<file path="src/include/rsb_pkg.sv">
package rsb_pkg;

  // core counts and strap widths
  localparam int RSB_NUM_CPU = 4;
  localparam int RSB_NUM_MAIN = 16;
  localparam int RSB_NUM_DBG = 4;
  localparam int RSB_NUM_LINK = 4;
  localparam int RSB_NUM_ETH = 2;
  localparam int RSB_DIV_W = 8;
  localparam int RSB_IP_W = 8;

  // field positions inside the debug gate vector
  localparam int RSB_DBG_UNIT = 0;
  localparam int RSB_DBG_BUS = 1;
  localparam int RSB_DBG_LINK0 = 2;

  // memory controller selection and clock ratio codes
  localparam logic RSB_MEM_SDR = 1'h0;
  localparam logic RSB_MEM_DDR = 1'h1;
  localparam logic [1:0] RSB_RATIO_1X = 2'h0;
  localparam logic [1:0] RSB_RATIO_QUARTER = 2'h1;
  localparam logic [1:0] RSB_RATIO_2X = 2'h2;

  // ethernet debug link bus codes
  localparam logic RSB_BUS_MIO = 1'h0;
  localparam logic RSB_BUS_DBG = 1'h1;

  // boot address and reset values
  localparam logic [31:0] RSB_BOOT_ADDR = 32'h0000_0000;
  localparam logic [RSB_DIV_W-1:0] RSB_DIV_RST = 8'h00;

  // sampled strap image
  typedef struct packed {
    logic dbg_en;
    logic dbg_break;
    logic mem_sel;
    logic mem_ratio;
    logic boot_present;
    logic [RSB_DIV_W-1:0] link_div;
    logic [RSB_NUM_LINK-1:0] link_rmap;
    logic dbg_rmap;
    logic [RSB_NUM_ETH-1:0] eth_bus;
    logic [RSB_IP_W-1:0] ip_low;
  } rsb_strap_t;

  // boot sequencing states of the first processor
  typedef enum logic [1:0] {
    RSB_ST_RESET,
    RSB_ST_DEBUG,
    RSB_ST_FETCH,
    RSB_ST_RUN
  } rsb_boot_t;

  localparam int RSB_STRAP_W = $bits(rsb_strap_t);

endpackage : rsb_pkg

</file>
<file path="src/design/rsb_sync.sv">
`timescale 1ns/1ns
// two flop synchroniser for a vector of pin levels
module rsb_sync #(
  parameter int WIDTH = 1
) (
  input wire logic clk_sys,           // system clock
  input wire logic rst,               // async reset, high
  input wire logic [WIDTH-1:0] din,   // raw pin levels
  output logic [WIDTH-1:0] dout       // synchronised levels
);
  logic [WIDTH-1:0] meta;
  logic [WIDTH-1:0] next_meta;
  logic [WIDTH-1:0] next_dout;

  // next values, no logic on the first stage
  always_comb begin
    next_meta = din;
    next_dout = meta;
  end

  // register both stages
  always_ff @(posedge clk_sys or posedge rst) begin
    if (rst) begin
      meta <= '0;
      dout <= '0;
    end else begin
      meta <= next_meta;
      dout <= next_dout;
    end
  end
endmodule : rsb_sync

</file>
<file path="src/design/rsb_top.sv">
`timescale 1ns/1ns
// Overview of operation
// all cores clocked during power-up and reset
// after reset main cores clocked, debug gates strapped
// debug enable off gates unit, bus, links
// select strap picks sdr or ddr controller
// ratio strap picks memory clock ratio
// absent boot memory errors first fetch
// eight bit strap loads link clock divisor
// four straps enable link remote targets
// one strap enables debug remote target
// two bit strap picks ethernet debug bus
// debug bus gated forces master io bus
// debug bus chosen without debug disables link
// low gpio pins give ip address nibbles
// break plus enable puts processors in debug
// otherwise only first processor boots at start
// boot fetch error puts processor in error
// software loaded remotely, cpus started by irq controller
// synchronous reset, async for pci and tristate
// software and idle clock gating per core
// straps captured in reset, held afterwards
module rsb_top
  import rsb_pkg::*;
#(
  parameter int NUM_CPU = RSB_NUM_CPU,
  parameter int NUM_MAIN = RSB_NUM_MAIN
) (
  input wire logic clk_sys,                        // system clock, 50 MHz
  input wire logic rst,                            // system reset, high
  input wire logic debug_unit_enable_strap,        // debug unit enable pin
  input wire logic debug_break_strap,              // debug break pin
  input wire logic memory_interface_select_strap,  // 0 sdr, 1 ddr
  input wire logic memory_clock_ratio_strap,       // memory clock ratio pin
  input wire logic boot_memory_present_strap,      // boot memory fitted
  input wire logic [RSB_DIV_W-1:0] link_clock_divisor_strap, // divisor pins
  input wire logic [RSB_NUM_LINK-1:0] link_remote_target_enable_straps, // per link
  input wire logic debug_remote_target_enable_strap, // debug remote target
  input wire logic [RSB_NUM_ETH-1:0] ethernet_debug_bus_select_strap, // per eth
  input wire logic [RSB_IP_W-1:0] gpio_low,        // lowest gpio pins
  input wire logic [NUM_MAIN-1:0] sw_gate_main,    // software gate, main cores
  input wire logic [RSB_NUM_DBG-1:0] sw_gate_dbg_set, // software gate debug cores
  input wire logic [RSB_NUM_DBG-1:0] sw_gate_dbg_clr, // software ungate debug
  input wire logic [NUM_CPU-1:0] cpu_idle,         // processor idle level
  input wire logic boot_fetch_req,                 // first cpu fetch pulse
  input wire logic [NUM_CPU-1:0] cpu_start,        // irq controller start pulse
  output logic [NUM_MAIN-1:0] main_clk_en,         // main core clock enables
  output logic [RSB_NUM_DBG-1:0] dbg_clk_en,       // debug core clock enables
  output logic [NUM_CPU-1:0] cpu_clk_en,           // processor clock enables
  output logic mem_ddr_sel,                        // ddr controller owns pads
  output logic [1:0] mem_ratio,                    // memory clock ratio code
  output logic boot_present,                       // boot memory present
  output logic boot_fetch_err,                     // error answer to boot fetch
  output logic [RSB_DIV_W-1:0] link_div,           // initial link divisor
  output logic [RSB_NUM_LINK-1:0] link_rmap_en,    // link remote targets
  output logic dbg_rmap_en,                        // debug remote target
  output logic [RSB_NUM_ETH-1:0] eth_dbg_bus,      // 1 debug bus, 0 master io
  output logic [RSB_NUM_ETH-1:0] eth_dbg_en,       // ethernet debug link enable
  output logic [RSB_IP_W-1:0] eth_ip_low,          // ip address low nibbles
  output logic [NUM_CPU-1:0] cpu_debug,            // processor in debug mode
  output logic [NUM_CPU-1:0] cpu_run,              // processor executing
  output logic cpu0_error,                         // first processor error mode
  output logic [31:0] boot_addr                    // first fetch address
);

  ////////////////////////////////////////////////////////////////////////////
  // pin synchronisers

  rsb_strap_t pins;
  rsb_strap_t pins_s;
  logic rst_s;
  rsb_strap_t strap;
  rsb_strap_t next_strap;

  // pack raw pins into the strap image
  always_comb begin
    pins.dbg_en = debug_unit_enable_strap;
    pins.dbg_break = debug_break_strap;
    pins.mem_sel = memory_interface_select_strap;
    pins.mem_ratio = memory_clock_ratio_strap;
    pins.boot_present = boot_memory_present_strap;
    pins.link_div = link_clock_divisor_strap;
    pins.link_rmap = link_remote_target_enable_straps;
    pins.dbg_rmap = debug_remote_target_enable_strap;
    pins.eth_bus = ethernet_debug_bus_select_strap;
    pins.ip_low = gpio_low;
  end

  rsb_sync #(
    .WIDTH(RSB_STRAP_W)
  ) u_sync_pins (
    .clk_sys(clk_sys),
    .rst(1'h0),
    .din(pins),
    .dout(pins_s)
  );

  // reset level seen by clocked logic, sampled through two flops
  rsb_sync #(
    .WIDTH(1)
  ) u_sync_rst (
    .clk_sys(clk_sys),
    .rst(1'h0),
    .din(rst),
    .dout(rst_s)
  );

  ////////////////////////////////////////////////////////////////////////////
  // strap capture

  // follow pins while reset stands, freeze after release
  always_comb begin
    next_strap = strap;
    if (rst || rst_s) begin
      next_strap = pins_s;
    end
  end

  // clocked capture, no async reset so pin levels may be loaded
  always_ff @(posedge clk_sys) begin
    strap <= next_strap;
  end

  ////////////////////////////////////////////////////////////////////////////
  // static configuration outputs

  logic in_rst;
  logic [RSB_NUM_ETH-1:0] next_eth_bus;
  logic [RSB_NUM_ETH-1:0] next_eth_en;
  logic [RSB_NUM_DBG-1:0] dbg_reset_val;
  logic [1:0] next_ratio;

  assign in_rst = rst || rst_s;

  // decode ratio strap under the chosen controller
  function automatic logic [1:0] ratio_code(input logic ddr, input logic r);
    if (!r) begin
      ratio_code = RSB_RATIO_1X;
    end else if (ddr) begin
      ratio_code = RSB_RATIO_2X;
    end else begin
      ratio_code = RSB_RATIO_QUARTER;
    end
  endfunction : ratio_code

  // ethernet debug link routing
  always_comb begin
    for (int i = 0; i < RSB_NUM_ETH; i++) begin
      next_eth_bus[i] = strap.dbg_en ? strap.eth_bus[i] : RSB_BUS_MIO; // see
      next_eth_en[i] = !(strap.eth_bus[i] == RSB_BUS_DBG && !strap.dbg_en);
    end
    next_ratio = ratio_code(strap.mem_sel, strap.mem_ratio);
    dbg_reset_val = {RSB_NUM_DBG{strap.dbg_en}}; // see
  end

  // register the static outputs, synchronous reset
  always_ff @(posedge clk_sys) begin
    if (in_rst) begin
      mem_ddr_sel <= RSB_MEM_SDR;
      mem_ratio <= RSB_RATIO_1X;
      boot_present <= 1'h0;
      link_div <= RSB_DIV_RST;
      link_rmap_en <= '0;
      dbg_rmap_en <= 1'h0;
      eth_dbg_bus <= '0;
      eth_dbg_en <= '0;
      eth_ip_low <= '0;
      boot_addr <= RSB_BOOT_ADDR;
    end else begin
      mem_ddr_sel <= strap.mem_sel;
      mem_ratio <= next_ratio;
      boot_present <= strap.boot_present;
      link_div <= strap.link_div;
      link_rmap_en <= strap.link_rmap;
      dbg_rmap_en <= strap.dbg_rmap;
      eth_dbg_bus <= next_eth_bus;
      eth_dbg_en <= next_eth_en;
      eth_ip_low <= strap.ip_low;
      boot_addr <= RSB_BOOT_ADDR;
    end
  end

  ////////////////////////////////////////////////////////////////////////////
  // clock gating

  logic [RSB_NUM_DBG-1:0] dbg_gate;
  logic [RSB_NUM_DBG-1:0] next_dbg_gate;
  logic [NUM_MAIN-1:0] next_main_en;
  logic [RSB_NUM_DBG-1:0] next_dbg_en;
  logic [NUM_CPU-1:0] next_cpu_en;

  // debug gate bits: strap reset value, then software set and clear
  always_comb begin
    next_dbg_gate = (dbg_gate | sw_gate_dbg_clr) & ~sw_gate_dbg_set;
    if (in_rst) begin
      next_dbg_gate = dbg_reset_val;
    end
  end

  // enables: everything on during reset, gated by software and processor idle afterwards
  always_comb begin
    next_main_en = ~sw_gate_main;
    next_dbg_en = dbg_gate;
    for (int i = 0; i < NUM_CPU; i++) begin
      next_cpu_en[i] = !cpu_idle[i] && !sw_gate_main[i];
    end
    if (in_rst) begin
      next_main_en = '1;
      next_dbg_en = '1;
      next_cpu_en = '1;
    end
  end

  // register the gate state and enables
  always_ff @(posedge clk_sys) begin
    dbg_gate <= next_dbg_gate;
    main_clk_en <= next_main_en;
    dbg_clk_en <= next_dbg_en;
    cpu_clk_en <= next_cpu_en;
  end

  ////////////////////////////////////////////////////////////////////////////
  // boot sequencing

  rsb_boot_t state;
  rsb_boot_t next_state;
  logic [NUM_CPU-1:0] next_cpu_debug;
  logic [NUM_CPU-1:0] next_cpu_run;
  logic next_err;
  logic next_fetch_err;

  // choose debug entry or first processor boot
  always_comb begin
    next_state = state;
    next_cpu_debug = cpu_debug;
    next_cpu_run = cpu_run | cpu_start;
    next_err = cpu0_error;
    next_fetch_err = 1'h0;
    unique case (state)
      RSB_ST_RESET: begin
        if (strap.dbg_en && strap.dbg_break) begin
          next_state = RSB_ST_DEBUG;
          next_cpu_debug = '1;
        end else begin
          next_state = RSB_ST_FETCH;
          next_cpu_run[0] = 1'h1;
        end
      end
      RSB_ST_DEBUG: begin
        next_cpu_debug = cpu_debug & ~cpu_start;
      end
      RSB_ST_FETCH: begin
        if (boot_fetch_req) begin
          next_state = RSB_ST_RUN;
          if (!strap.boot_present) begin
            next_fetch_err = 1'h1;
            next_err = 1'h1;
            next_cpu_run[0] = cpu_start[0];
          end
        end
      end
      RSB_ST_RUN: begin
        if (cpu_start[0]) begin
          next_err = 1'h0;
        end
      end
    endcase
    if (in_rst) begin
      next_state = RSB_ST_RESET;
      next_cpu_debug = '0;
      next_cpu_run = '0;
      next_err = 1'h0;
      next_fetch_err = 1'h0;
    end
  end

  // register boot state
  always_ff @(posedge clk_sys) begin
    state <= next_state;
    cpu_debug <= next_cpu_debug;
    cpu_run <= next_cpu_run;
    cpu0_error <= next_err;
    boot_fetch_err <= next_fetch_err;
  end

endmodule : rsb_top

</file>
<file path="config.mk">
export PLATFORM = sky130hd
export DESIGN_NAME = rsb_top
export DESIGN_NICKNAME = d
export VERILOG_FILES = /design/src/include/rsb_pkg.sv /design/src/design/rsb_sync.sv /design/src/design/rsb_top.sv
export SDC_FILE = /design/constraint.sdc
export NUM_CORES = 1
export LEC_CHECK = 0
export ABC_CLOCK_PERIOD_IN_PS = 1600
export BUFFER_PORTS_ARGS = -buffer_cell sky130_fd_sc_hd__buf_4
export CAP_MARGIN = 20
export CORE_AREA = 5 5 101 103
export DETAILED_ROUTE_END_ITERATION = 10
export DIE_AREA = 0 0 106 108
export PLACE_DENSITY_LB_ADDON = 0.3
export SETUP_SLACK_MARGIN = 0.4
export SLEW_MARGIN = 20
export SYNTH_ARGS = -nofsm -noshare
export SYNTH_HDL_FRONTEND = slang
export SYNTH_SLANG_ARGS = --single-unit
</file>
<file path="constraint.sdc">
create_clock -name clk_sys -period 1.6 [get_ports clk_sys]
set_clock_uncertainty 0.2 [all_clocks]
set_input_delay 0.4 -clock clk_sys [delete_from_list [all_inputs] [get_ports clk_sys]]
set_output_delay 0.4 -clock clk_sys [all_outputs]
set_load 0.01 [all_outputs]
</file>
==> results by group <==
Yosys
  • Commonest register cell after synthesis: dfxtp_1
  • Post-Syn Area: 0.004195 mm2
  • YS warnings: 0
  • Top post-synthesis cells by area: dfxtp_1, edfxtp_1, buf_4, and2_1, nand2_1
  • Commonest cells post-synth: dfxtp_1, buf_4, edfxtp_1, and2_1, nand2_1
  • Biggest area consumer among synthesized cells: dfxtp_1
  • Asr flop ratio synth: 0
  • Mux share of post-synthesis cell area: 0
  • Netlist cell types: 24
  • Cells after Synth: 295
  • Post-synth top area share: 0.6060
  • Largest family of logic cells by synthesized area: simple AND/OR/NAND/NOR gates
  • Xor/xnor share of the synthesized area: 0
  • Register bit total from synthesis: 155
  • Post-Synth Simple-Gate Area: 0.08351
  • Adder-cell share of the synthesized area: 0
  • Top-count cell post-synth: dfxtp_1
  • Sequential fraction of the synthesis area: 0.8064
  • Avg Cell Area, Syn: 14.22 um2
  • Post-synth EDFFs: 28
  • Area fraction in compound gates after synthesis: 0.03460

GRT
  • Grt ovf: 0
  • Largest net degree at the start of global routing: 19
  • First-pass GRT wire length: 14630 um
  • Initial antenna violation count: 0
  • Total global-route track usage: 0.1675
  • Vias in the first global route: 2940

Routing
  • Vias: 2804
  • Final wirelength: 10920 um
  • Drt initial violations: 67
  • DR WL/cell: 17.01 um
  • Drt drc: 0
  • Antenna viol nets, final: 0
  • Vias per cell: 4.368
  • DR pass1 iterations: 4

Timing
  • RSZ-0062 raised after global routing: yes
  • Fin Hold WS: -0.01801 ns
  • Final min period: 1.567 ns
  • Setup TNS: 0 ns
  • Fin crit share: 0.9796
  • FMAX: 638.0 MHz
  • Final hold violations: 1
  • Slew Limit Fails: 0
  • Setup WS post-layout: 0.03260 ns
  • Final setup fails: 0

Pwr
  • Worst vdd ir: 0.8531 mV
  • Lkg Pwr: 3.152 nW
  • Power density over cell area: 1205 mW/mm2
  • Design Power: 8.738 mW

Hold path
  • Hold Crit Class: primary input to flip-flop
  • Hold_sp: boot_fetch_req

Setup path
  • Signal arrival time at the worst endpoint: 0.97 ns
  • Critical path capture point type: output port
  • Reg2reg start: u_sync_rst.dout
  • Critical path type: flip-flop to output port
  • Critical path origin: mem_ratio[1]
  • Delay-heaviest family, CP: flip-flops
  • CP max stage cell: dfxtp_2
  • Buf+Inv Stages, Crit Path: 1
  • Max incr delay on CP: 0.35 ns
  • CP startpoint kind: flip-flop
  • Critical path required time: 1.00 ns
  • CP max FO: 1
  • Cell breakdown of the critical path: buf_6

Cells and area
  • Share of cells above drive strength 1: 0.5480
  • Design area: 0.007254 mm2
  • Nets: 582
  • Register area: 0.003471 mm2
  • Area occupied by multi-input gates: 787.0 um2
  • Fillers: 499
  • Synthesis-to-finish area growth: 72.92%
  • # diodes: 0

Placement
  • Post-placement setup slack: 0.1235 ns
  • DP Wirelength: 5038 um
  • Area after DPL: 0.005157 mm2
  • Input/output buffers: 125
  • Routability cong.: 0.6997

Floorplan
  • Horiz. Die Dim: 106 um
  • Rows: 35
  • Die area: 0.01145 mm2
  • # IOs: 158
  • Initial Util: 0.4606
  • CORE AREA: 0.009109 mm2
  • Die span in y: 108 um

CTS
  • CTS max path bufs: 2
  • CTS root buffer: clkbuf_8
  • CTS Hold Bufs: 62
  • CTS tree: yes
  • CTS buffer count: 17
  • Clock transition at the registers of the reported paths: 0.06 ns
  • Worst-skew pair later-pin latency: 0.50 ns
  • CTS HTree Levels: 4
  • Clk sinks: 155

Run status
  • Failing checks: hold timing
  • Run status: finished with violations

Run
  • MaxCap Viol Count: 0
through the flow:
stage / cells / utilization
2_1_floorplan: 326 / -
3_3_place_gp: 527 / 0.5662
3_5_place_dp: 527 / 0.5662
4_1_cts: 633 / 0.7537
5_1_grt: 642 / 0.7964
6_report: 642 / 0.7964
path summary, 6_finish.rpt:
kind | endpoint | slack [ns] | cells past startpoint
worst max-delay path | mem_ratio[1] | 0.03 | 1
worst max register to register | strap[23] | 0.20 | 4
worst min-delay path | state[0] | -0.02 | 3
worst min register to register | u_sync_pins.dout[23] | 0.13 | 0
cells in the final DEF (no fill, tap or decap), drive strengths merged, types with 4 or more instances in the layout:
cell type / Yosys / routed
buf: 37 / 146
dfxtp: 127 / 127
dlygate4sd3: 0 / 60
conb: 1 / 32
edfxtp: 28 / 28
clkbuf: 2 / 26
and2: 23 / 23
nand2: 21 / 21
o21ai: 13 / 13
nor2: 12 / 12
inv: 6 / 12
a21oi: 10 / 10
or3: 4 / 4
clkinv: 0 / 4
cell type report:
cell class	count	area share
inverters	6	0.004829
clock inverters	10	0.01104
multi-input cells	126	0.1085
repair inverters	1	0.001207
well taps	111	0.01914
repair buffers	212	0.3118
flip-flops and latches	155	0.4784
clock buffers	21	0.06502
report_power, final:
| part | leakage, nW | internal, mW | switching (mW) | total, mW |
|---|---|---|---|---|
| combinational | 1.53 | 0.483 | 0.303 | 0.786 |
| clock | 0.272 | 2.11 | 1.55 | 3.67 |
| sequential | 1.35 | 4.20 | 0.0901 | 4.29 |
cell families after synthesis:
family	Yosys count
compound gates	27
buf+inv	45
flops	155
other cells	1
simple gates	67
state kept, by name (all words and copies together) (netlist names), 4 cells and up:
signal	count
u_sync_pins.dout	28
u_sync_pins.meta	28
strap	27
main_clk_en	16
eth_ip_low	8
link_div	8
cpu_clk_en	4
cpu_debug	4
cpu_run	4
dbg_clk_en	4
dbg_gate	4
link_rmap_en	4
repair_timing:
| item | CTS | global route |
|---|---|---|
| cloned | 5 | 6 |
| hold endpoints to repair | 63 | 1 |
| buffers inserted | 8 | 4 |
| endpoints found under the setup margin | 112 | 150 |
| gates resized for setup | 126 | 84 |
| pin swaps | 4 | 23 |
routing by layer:
metal | GRT usage | part of all wire
met1 | 0.1750 | 0.38
met2 | 0.3119 | 0.53
met3 | 0.05552 | 0.072
met4 | 0.06475 | 0.016
met5 | 0 | 0
No activity file was read; power rests on OpenSTA's default activity.
